--- src/icsc_pkg.sv ---
/*
  Package for the internal clock source controller: register offsets,
  field positions, reset values, mode encodings and wake-up timing.
  Assumes a 50 MHz system clock and a 32-bit AHB-Lite register bus.
*/
`default_nettype none
package icsc_pkg;
  // ---------------------------------------------------------------
  // register map (byte addresses, one word each)
  // ---------------------------------------------------------------
  localparam logic [7:0] OFF_CTRL1 = 8'h00;
  localparam logic [7:0] OFF_CTRL2 = 8'h04;
  localparam logic [7:0] OFF_TRIM = 8'h08;
  localparam logic [7:0] OFF_STAT = 8'h0C;
  localparam logic [7:0] OFF_STOPCTL = 8'h10;
  // ---------------------------------------------------------------
  // field positions
  // ---------------------------------------------------------------
  localparam int SRC_SEL_BIT = 6;
  localparam int KEEP_STOP_BIT = 0;
  localparam int DIV_LO = 6;
  localparam int LP_BIT = 3;
  localparam int STATUS_BIT = 2;
  localparam int FINE_BIT = 0;
  localparam int STOP_REQ_BIT = 0;
  localparam int STOP_MODE_BIT = 1;
  localparam int WAKE_BUSY_BIT = 2;
  // ---------------------------------------------------------------
  // reset values
  // ---------------------------------------------------------------
  localparam logic [1:0] DIV_RESET = 2'h1;
  localparam logic [7:0] TRIM_DEFAULT = 8'h80;
  // ---------------------------------------------------------------
  // wake-up timing, microseconds, and cycles at 50 MHz
  // ---------------------------------------------------------------
  localparam int CLK_MHZ = 50;
  localparam int REF_WAKE_TIME_US = 6;
  localparam int LOOP_WAKE_TIME_US = 60;
  localparam int REF_WAKE_CYC = REF_WAKE_TIME_US * CLK_MHZ;
  localparam int LOOP_WAKE_CYC = LOOP_WAKE_TIME_US * CLK_MHZ;
  // source-select synchroniser depth
  localparam int SYNC_STAGES = 2;
  // ---------------------------------------------------------------
  // modes
  // ---------------------------------------------------------------
  typedef enum logic [2:0]
  {
    ST_ENGAGED = 3'b000,
    ST_BYPASS = 3'b001,
    ST_BYPASS_LP = 3'b010,
    ST_STOP = 3'b011,
    ST_WAKE = 3'b100
  } icsc_state_t;
endpackage
`default_nettype wire

--- src/icsc_ctrl.sv ---
/*
  Internal clock source controller: mode control, stop handling,
  wake-up delays, bus divider enables, trim registers, status readback.
  Assumes a single 50 MHz clock; the loop and reference oscillators are
  modelled as input enables (LOOP_TICK, REF_TICK) from the analog side.
*/
// Implementation choices: the AHB-Lite register port and the placing of the registers.
`timescale 1ns/1ps
`default_nettype none
// Operation
// - divider field codes 0..3 divide selected source by 1,2,4,8
// - divider field resets to divide by two
// - low-power bit disables the loop only in bypass modes
// - eight-bit coarse trim, larger value means longer period
// - fine trim bit lengthens period when set, shortens when clear
// - status bit follows source select after synchronisation only
// - RESET or source select written 0 gives loop engaged mode
// - engaged mode clocks system output from loop ticks
// - select 1 with low-power 0 gives bypass with loop running
// - select 1 with low-power 1 gives bypass with loop off
// - stop halts all clocks; reference output runs if keep bit set
// - interrupt exit from stop restores previous mode
// - exit waits reference wake if keep clear, loop re-acquisition if kept from engaged, else none
// - divider changes take effect immediately
// - trim values survive RESET; POR reloads the defaults
// - fixed clock is reference halved, valid only in engaged mode
// - source select bit 6 picks loop (0) or reference (1)
// - keep-in-stop bit 0 keeps reference running in stop
// - bus clock is half the system clock output
module icsc_ctrl
#(
  parameter int REF_WAKE = icsc_pkg::REF_WAKE_CYC,
  parameter int LOOP_WAKE = icsc_pkg::LOOP_WAKE_CYC
)
(
  input wire logic CLK,
  input wire logic RESET,
  input wire logic POR,
  input wire logic LOOP_TICK,
  input wire logic REF_TICK,
  input wire logic STOP_REQ,
  input wire logic WAKE_IRQ,
  input wire logic HSEL,
  input wire logic [31:0] HADDR,
  input wire logic [1:0] HTRANS,
  input wire logic HWRITE,
  input wire logic [2:0] HSIZE,
  input wire logic [31:0] HWDATA,
  input wire logic HREADY,
  output logic [31:0] HRDATA,
  output logic HREADYOUT,
  output logic HRESP,
  output logic SYS_CLK_EN,
  output logic BUS_CLK_EN,
  output logic REF_CLK_EN,
  output logic FIXED_CLK_EN,
  output logic FIXED_CLK_VALID,
  output logic LOOP_ENABLE,
  output logic [7:0] COARSE_TRIM,
  output logic FINE_TRIM
);
  // wake counters are 16 bits wide; refuse counts they cannot hold
  if (REF_WAKE < 1 || LOOP_WAKE < 1 || REF_WAKE > 65535 ||
      LOOP_WAKE > 65535)
  begin : gen_bad_wake
    $error("wake counts out of range");
  end

  // ---------------------------------------------------------------
  // register bus
  // ---------------------------------------------------------------
  logic src_sel_r, src_sel_nxt;
  logic keep_stop_r, keep_stop_nxt;
  logic [1:0] div_r, div_nxt;
  logic lp_r, lp_nxt;
  logic [7:0] trim_r, trim_nxt;
  logic fine_r, fine_nxt;
  logic wr_pend_r, wr_pend_nxt;
  logic [7:0] wr_addr_r, wr_addr_nxt;
  logic [31:0] rdata_r, rdata_nxt;
  logic trim_init_r, trim_init_nxt;
  logic [icsc_pkg::SYNC_STAGES-1:0] sync_r, sync_nxt;
  logic status_r, status_nxt;
  icsc_pkg::icsc_state_t state_r, state_nxt, saved_r, saved_nxt;
  logic [15:0] wake_cnt_r, wake_cnt_nxt;
  logic [3:0] div_cnt_r, div_cnt_nxt;
  logic sys_half_r, sys_half_nxt;
  logic ref_half_r, ref_half_nxt;
  logic sys_tick;
  logic take;

  // read value for a given address
  function automatic logic [31:0] rd_mux(input logic [7:0] a);
    logic [31:0] v;
    v = 32'h0;
    case (a)
      icsc_pkg::OFF_CTRL1:
      begin
        v[icsc_pkg::SRC_SEL_BIT] = src_sel_r;
        v[icsc_pkg::KEEP_STOP_BIT] = keep_stop_r;
      end
      icsc_pkg::OFF_CTRL2:
      begin
        v[icsc_pkg::DIV_LO +: 2] = div_r;
        v[icsc_pkg::LP_BIT] = lp_r;
      end
      icsc_pkg::OFF_TRIM: v[7:0] = trim_r;
      icsc_pkg::OFF_STAT:
      begin
        v[icsc_pkg::STATUS_BIT] = status_r;
        v[icsc_pkg::FINE_BIT] = fine_r;
      end
      icsc_pkg::OFF_STOPCTL:
      begin
        v[icsc_pkg::STOP_MODE_BIT] = (state_r == icsc_pkg::ST_STOP);
        v[icsc_pkg::WAKE_BUSY_BIT] = (state_r == icsc_pkg::ST_WAKE);
      end
      default: v = 32'h0;
    endcase
    return v;
  endfunction

  assign take = HSEL && HREADY && HTRANS[1];
  assign HREADYOUT = 1'b1;
  assign HRESP = 1'b0;
  assign HRDATA = rdata_r;

  // register writes land in the data phase; trims start at a default
  // on each power-on and are never touched by RESET
  always_comb
  begin
    src_sel_nxt = src_sel_r;
    keep_stop_nxt = keep_stop_r;
    div_nxt = div_r;
    lp_nxt = lp_r;
    trim_nxt = trim_r;
    fine_nxt = fine_r;
    trim_init_nxt = 1'b1;
    wr_pend_nxt = take && HWRITE;
    wr_addr_nxt = HADDR[7:0];
    rdata_nxt = (take && !HWRITE) ? rd_mux(HADDR[7:0]) : rdata_r;
    if (!trim_init_r)
    begin
      trim_nxt = icsc_pkg::TRIM_DEFAULT;
      fine_nxt = 1'b0;
    end
    if (wr_pend_r)
    begin
      case (wr_addr_r)
        icsc_pkg::OFF_CTRL1:
        begin
          src_sel_nxt = HWDATA[icsc_pkg::SRC_SEL_BIT];
          keep_stop_nxt = HWDATA[icsc_pkg::KEEP_STOP_BIT];
        end
        icsc_pkg::OFF_CTRL2:
        begin
          div_nxt = HWDATA[icsc_pkg::DIV_LO +: 2];
          lp_nxt = HWDATA[icsc_pkg::LP_BIT];
        end
        icsc_pkg::OFF_TRIM: trim_nxt = HWDATA[7:0];
        icsc_pkg::OFF_STAT: fine_nxt = HWDATA[icsc_pkg::FINE_BIT];
        default: ;
      endcase
    end
  end

  // control registers; trims sit outside the reset
  always_ff @(posedge CLK)
  begin
    trim_r <= trim_nxt;
    fine_r <= fine_nxt;
    if (POR)
      trim_init_r <= 1'b0;
    else
      trim_init_r <= trim_init_nxt;
    if (RESET)
    begin
      src_sel_r <= 1'b0;
      keep_stop_r <= 1'b0;
      div_r <= icsc_pkg::DIV_RESET;
      lp_r <= 1'b0;
      wr_pend_r <= 1'b0;
      wr_addr_r <= 8'h00;
      rdata_r <= 32'h0;
    end
    else
    begin
      src_sel_r <= src_sel_nxt;
      keep_stop_r <= keep_stop_nxt;
      div_r <= div_nxt;
      lp_r <= lp_nxt;
      wr_pend_r <= wr_pend_nxt;
      wr_addr_r <= wr_addr_nxt;
      rdata_r <= rdata_nxt;
    end
  end

  // ---------------------------------------------------------------
  // mode control
  // ---------------------------------------------------------------
  // select is resynchronised on loop/ref ticks so the mux only moves
  // between source pulses; status tracks the mux, not the write
  always_comb
  begin
    sync_nxt = sync_r;
    status_nxt = status_r;
    state_nxt = state_r;
    saved_nxt = saved_r;
    wake_cnt_nxt = wake_cnt_r;
    if (LOOP_TICK || REF_TICK)
      sync_nxt = {sync_r[icsc_pkg::SYNC_STAGES-2:0], src_sel_r};
    status_nxt = sync_r[icsc_pkg::SYNC_STAGES-1];
    case (state_r)
      icsc_pkg::ST_ENGAGED, icsc_pkg::ST_BYPASS, icsc_pkg::ST_BYPASS_LP:
      begin
        if (!status_r)
          state_nxt = icsc_pkg::ST_ENGAGED;
        else if (lp_r)
          state_nxt = icsc_pkg::ST_BYPASS_LP;
        else
          state_nxt = icsc_pkg::ST_BYPASS;
        if (STOP_REQ)
        begin
          saved_nxt = state_r;
          state_nxt = icsc_pkg::ST_STOP;
        end
      end
      icsc_pkg::ST_STOP:
      begin
        if (WAKE_IRQ)
        begin
          state_nxt = icsc_pkg::ST_WAKE;
          if (!keep_stop_r)
            wake_cnt_nxt = 16'(REF_WAKE - 1);
          else if (saved_r == icsc_pkg::ST_ENGAGED)
            wake_cnt_nxt = 16'(LOOP_WAKE - 1);
          else
            wake_cnt_nxt = 16'h0;
        end
      end
      icsc_pkg::ST_WAKE:
      begin
        if (wake_cnt_r == 16'h0)
          state_nxt = saved_r;
        else
          wake_cnt_nxt = wake_cnt_r - 16'h1;
      end
      default: state_nxt = icsc_pkg::ST_ENGAGED;
    endcase
  end

  // mode registers
  always_ff @(posedge CLK)
  begin
    if (RESET)
    begin
      sync_r <= '0;
      status_r <= 1'b0;
      state_r <= icsc_pkg::ST_ENGAGED;
      saved_r <= icsc_pkg::ST_ENGAGED;
      wake_cnt_r <= 16'h0;
    end
    else
    begin
      sync_r <= sync_nxt;
      status_r <= status_nxt;
      state_r <= state_nxt;
      saved_r <= saved_nxt;
      wake_cnt_r <= wake_cnt_nxt;
    end
  end

  // ---------------------------------------------------------------
  // clock enables
  // ---------------------------------------------------------------
  logic running;
  assign running = (state_r == icsc_pkg::ST_ENGAGED) ||
                   (state_r == icsc_pkg::ST_BYPASS) ||
                   (state_r == icsc_pkg::ST_BYPASS_LP);
  // source mux follows the settled mode, so engaged
  // never borrows a reference tick while the state catches up
  assign sys_tick = running &&
                    ((state_r == icsc_pkg::ST_ENGAGED) ? LOOP_TICK :
                     REF_TICK);

  // divider counter: a tick every 2^div system ticks
  always_comb
  begin
    div_cnt_nxt = div_cnt_r;
    sys_half_nxt = sys_half_r;
    ref_half_nxt = ref_half_r;
    SYS_CLK_EN = 1'b0;
    if (sys_tick)
    begin
      div_cnt_nxt = div_cnt_r + 4'h1;
      // divide by 1,2,4,8 from live field
      if ((div_cnt_r & ((4'h1 << div_r) - 4'h1)) == 4'h0)
        SYS_CLK_EN = 1'b1;
    end
    if (SYS_CLK_EN)
      sys_half_nxt = !sys_half_r;
    if (REF_TICK && REF_CLK_EN)
      ref_half_nxt = !ref_half_r;
  end

  // divider registers
  always_ff @(posedge CLK)
  begin
    if (RESET)
    begin
      div_cnt_r <= 4'h0;
      sys_half_r <= 1'b0;
      ref_half_r <= 1'b0;
    end
    else
    begin
      div_cnt_r <= div_cnt_nxt;
      sys_half_r <= sys_half_nxt;
      ref_half_r <= ref_half_nxt;
    end
  end

  // bus runs at half the system output
  assign BUS_CLK_EN = SYS_CLK_EN && sys_half_r;
  // reference survives stop only when kept
  assign REF_CLK_EN = REF_TICK &&
                      (running || keep_stop_r ||
                       state_r == icsc_pkg::ST_WAKE);
  assign FIXED_CLK_EN = REF_TICK && ref_half_r && running;
  assign FIXED_CLK_VALID = (state_r == icsc_pkg::ST_ENGAGED);
  // loop off in low-power bypass and in stop
  assign LOOP_ENABLE = (state_r == icsc_pkg::ST_ENGAGED) ||
                       (state_r == icsc_pkg::ST_BYPASS) ||
                       (state_r == icsc_pkg::ST_WAKE &&
                        saved_r != icsc_pkg::ST_BYPASS_LP);
  assign COARSE_TRIM = trim_r;
  assign FINE_TRIM = fine_r;

  // ---------------------------------------------------------------
  // checks
  // ---------------------------------------------------------------
  bus_div_reset_a:
  assert property (@(posedge CLK) RESET |=> div_r == icsc_pkg::DIV_RESET)
  else $error("divider not reset to two");
  lp_loop_off_a:
  assert property (@(posedge CLK) disable iff (RESET)
    state_r == icsc_pkg::ST_BYPASS_LP |-> !LOOP_ENABLE)
  else $error("loop running in low-power bypass");
  status_lag_a:
  assert property (@(posedge CLK) disable iff (RESET)
    $rose(src_sel_r) |-> !status_r)
  else $error("status followed write at once");
  engaged_src_a:
  assert property (@(posedge CLK) disable iff (RESET)
    state_r == icsc_pkg::ST_ENGAGED && !LOOP_TICK |-> !SYS_CLK_EN)
  else $error("engaged clock not from loop");
  stop_quiet_a:
  assert property (@(posedge CLK) disable iff (RESET)
    state_r == icsc_pkg::ST_STOP && !keep_stop_r |->
    !SYS_CLK_EN && !REF_CLK_EN)
  else $error("clock running in stop");
  stop_return_a:
  assert property (@(posedge CLK) disable iff (RESET)
    state_r == icsc_pkg::ST_WAKE && wake_cnt_r == 16'h0 |=>
    state_r == $past(saved_r))
  else $error("wrong mode after stop");
  wake_delay_a:
  assert property (@(posedge CLK) disable iff (RESET)
    state_r == icsc_pkg::ST_STOP && WAKE_IRQ && !keep_stop_r |=>
    state_r == icsc_pkg::ST_WAKE && wake_cnt_r == 16'(REF_WAKE - 1))
  else $error("reference wake delay wrong");
  fixed_valid_a:
  assert property (@(posedge CLK) disable iff (RESET)
    FIXED_CLK_VALID |-> state_r == icsc_pkg::ST_ENGAGED)
  else $error("fixed clock valid outside engaged");
  bus_half_a:
  assert property (@(posedge CLK) disable iff (RESET)
    BUS_CLK_EN |-> SYS_CLK_EN)
  else $error("bus tick without system tick");
endmodule
`default_nettype wire

--- config.mk ---
export PLATFORM = sky130hd
export DESIGN_NAME = icsc_ctrl
export DESIGN_NICKNAME = d
export VERILOG_FILES = /design/src/icsc_pkg.sv /design/src/icsc_ctrl.sv
export SDC_FILE = /design/constraint.sdc
export NUM_CORES = 1
export LEC_CHECK = 0
export ABC_AREA = 0
export BUFFER_PORTS_ARGS = -buffer_cell sky130_fd_sc_hd__buf_2
export CAP_MARGIN = 40
export CORE_ASPECT_RATIO = 1.75
export CORE_MARGIN = 1
export CORE_UTILIZATION = 52
export DETAILED_ROUTE_END_ITERATION = 8
export GPL_ROUTABILITY_DRIVEN = 0
export GPL_TIMING_DRIVEN = 0
export PLACE_DENSITY = 0.93
export REMOVE_ABC_BUFFERS = 1
export SLEW_MARGIN = 20
export SYNTH_ARGS = -nofsm -noshare
export SYNTH_HDL_FRONTEND = slang
export SYNTH_SLANG_ARGS = --single-unit
--- constraint.sdc ---
create_clock -name CLK -period 3.69 [get_ports CLK]
set_input_delay 0.738 -clock CLK [delete_from_list [all_inputs] [get_ports CLK]]
set_output_delay 0.738 -clock CLK [all_outputs]
set_load 0.01 [all_outputs]
==> results.md <==
* Leakage power at 1.45 nW
* Post-CTS setup repair buffer count at 0
* Grt ovf at 0
* Reg clk slew, reported paths at 0.07 ns
* DR vias/cell at roughly 6
* Detail Route Antenna Nets at 0
* CTS buffer count at 9
* Fraction of registers with async set/reset at 0%
* Clk root buf: clkbuf_8
* Die Wd at 60.9 um
* Post-synth EDFFs at 0
* Antenna cells at 0
* Die Y at 105 um
* I/O Buffers at 49
* CTS tree: yes
* DRT Pass-1 Iters at 4
* Initial core utilization at 53.6%
* DRC at 0
* Nets@finish at 499
* Final wirelength at 8110 um
* Hold Path Stages at 2
* Clk_skew at 0.0106 ns
* Synth warn at 0
* Final Slew Violations at 0
* Pin count of the biggest net entering global routing at 51
* Synth Area per Inst at 8.34 sq um
* Die area at around 6400 sq um
* Crit path required time at 2.95 ns
* Register area at 1240 sq um
* Vias in the first global route at ~2800
* Worst Path Arrival at 1.92 ns
* Status: completed
* Fmax at 377 MHz
* Post-DP HPWL at roughly 5600 um
* Fill cells at 481
* Wirelength per Cell at ~16 um
* Final hold vios at 0
* Final Cell Area at 3520 sq um
* Most frequent cells after synthesis: dfxtp_1, nand2_1, a21oi_1
* Clk_lat worst skew at around 0.35 ns
* Layout area overhead at 11.5%
* Global-route wire length before repair at 13000 um
* Setup repair after global routing missed its margin: no
* Area share of the largest cell type after synthesis at a little under 40%
* Tcrit/Tclk final at 72.0%
* Initial antenna violation count at 0
* Share of post-route cells with drive strength above 1 at a little under a fifth
* I/O Pins at 128
* Top FF cell, synth: dfxtp_1
* Clk sink count at 62
* Synth area leaders: dfxtp_1, buf_4, a21oi_1
* Initial drt markers at 171
* Core ar. at 5880 sq um
* Count leader, synth: dfxtp_1
* Routed vias at roughly 3000
* Clock Path Buffers at 2
* Unique cell type count in the Yosys netlist at 60
* Worst reg2reg path depth at 6
* Min Tclk post-route at 2.66 ns
* Area of placed instances at 3330 sq um
* Power Density at around 390 nW/um^2
* Area of the mapped netlist at between 3000 and 4000 sq um
* Synthesized flop and latch total at 62
* Syn Inst Count at 378
* Rel. slew slack at roughly 53%
* Crit Path Max Fanout at 10
* R2R setup slack at 1.24 ns
* # setup viols final at 0
* CTS H-tree depth at 3
* CTS Hold Bufs at 0
* WS Path Type: flip-flop to output pin
* Register area share after synthesis at 39.3%
* Max VDD drop at 391 uV
* Post-synth top area cell: dfxtp_1
* # rows at 37
* Footprint of the multi-input gates at 1670 sq um
* Worst-margin pin slew at 0.700 ns
* Total track usage at 26.8%
* Crit path launch type: flip-flop
* # resized after CTS at 0
* Crit. End Element: output pin
* Post-Route Setup TNS at 0 ns
* Max Cap Viol at 0
* Worst min path class: flip-flop to flip-flop
## power by group
group / switching (W) / internal, W / leakage, nW
sequential: 0.0000161 / 0.000685 / 0.504
clock: 0.000266 / 0.000259 / 0.0861
combinational: 0.0000825 / 0.0000485 / 0.862
## stage by stage
step                      worst slack [ns]  hold slack (ns)  power, W  utilization (%)  cells
after CTS                             1.04            0.454   0.00135             59.5    500
after global placement               0.150            0.437  0.000835             56.2    481
after floorplan                      0.874            0.421  0.000787                -    354
after global routing                 0.820            0.471   0.00140             59.8    501
after detailed placement              1.10            0.445  0.000840             56.7    484
final                                 1.03            0.456   0.00136             59.8    501
## worst paths after layout
check,to,from
min,HRDATA[4]$_SDFFE_PP0P_,HRDATA[4]$_SDFFE_PP0P_
max,BUS_CLK_EN,state_r[1]$_SDFFE_PP0P_
max reg2reg,wake_cnt_r[14]$_SDFFE_PP0P_,wake_cnt_r[0]$_SDFFE_PP0P_
min reg2reg,HRDATA[4]$_SDFFE_PP0P_,HRDATA[4]$_SDFFE_PP0P_
## critical path, stage by stage (launching register included)
cell,delay (ns)
dfxtp_1,0.55
mux2i_1,0.13
o21a_1,0.27
nor3_1,0.33
and2_1,0.17
buf_2,0.12
## sequential cells by signal, indices dropped and copies added (netlist names), 2 cells and up
register,flops
wake_cnt_r,16
wr_addr_r,8
saved_r,3
COARSE_TRIM,8
HRDATA,8
div_r,2
div_cnt_r,3
state_r,3
sync_r,2
## layout by cell type, fill, tap and decap left out, drive strengths merged, types with 3 or more instances in the layout
cell type,synthesis,final
mux2i,8,8
o32ai,4,4
o31ai,3,3
a21oi,27,27
and3,3,3
o21ai,25,25
nor2,19,19
inv,14,14
a311oi,3,3
a32o,3,3
conb,2,26
clkbuf,15,12
nand4,5,5
clkinv,0,3
buf,33,53
a22oi,4,4
nor3b,3,3
o41ai,4,4
o31a,3,3
nor3,12,12
nor4,10,10
nand2,36,36
nor2b,15,15
o22ai,3,3
or4,8,8
nand3,14,14
nand3b,4,4
dfxtp,62,62
## kinds of logic (layout without fill, tap and decap cells)
kind of cell / after synthesis / after routing / share of synthesized area (%)
AND/OR/NAND/NOR: 141 / 141 / 24.3
AO/OA/AOI/OAI: 99 / 99 / 21.6
flip-flops: 62 / 62 / 39.3
buffers and inverters: 62 / 83 / 10.6
multiplexers: 9 / 9 / 2.90
adder cells (fa/ha/maj): 2 / 2 / 0.793
other: 2 / 26 / 0.238
XOR/XNOR: 1 / 1 / 0.278
## metal layers
| layer | part of all wire [%] | track usage, % | vias to the layer above |
|---|---|---|---|
| met1 | 36 | 28.5 | 1426 |
| met5 | 0 | 0 | - |
| met4 | 5.2 | 15.9 | 0 |
| met2 | 54 | 45.1 | 141 |
| met3 | 5.2 | 6.93 | 35 |
| li1 | - | - | 1409 |
## cell type report
| cell class | instances | area share, % |
|---|---|---|
| timing repair buffer | 53 | 8.11 |
| clock inverter | 4 | 0.640 |
| clock buffer | 12 | 4.13 |
| tap | 78 | 2.77 |
| sequential | 62 | 35.3 |
| inverter | 14 | 1.49 |
| multi-input combinational | 278 | 47.6 |
Note: power is estimated with default switching activity, not from simulation.
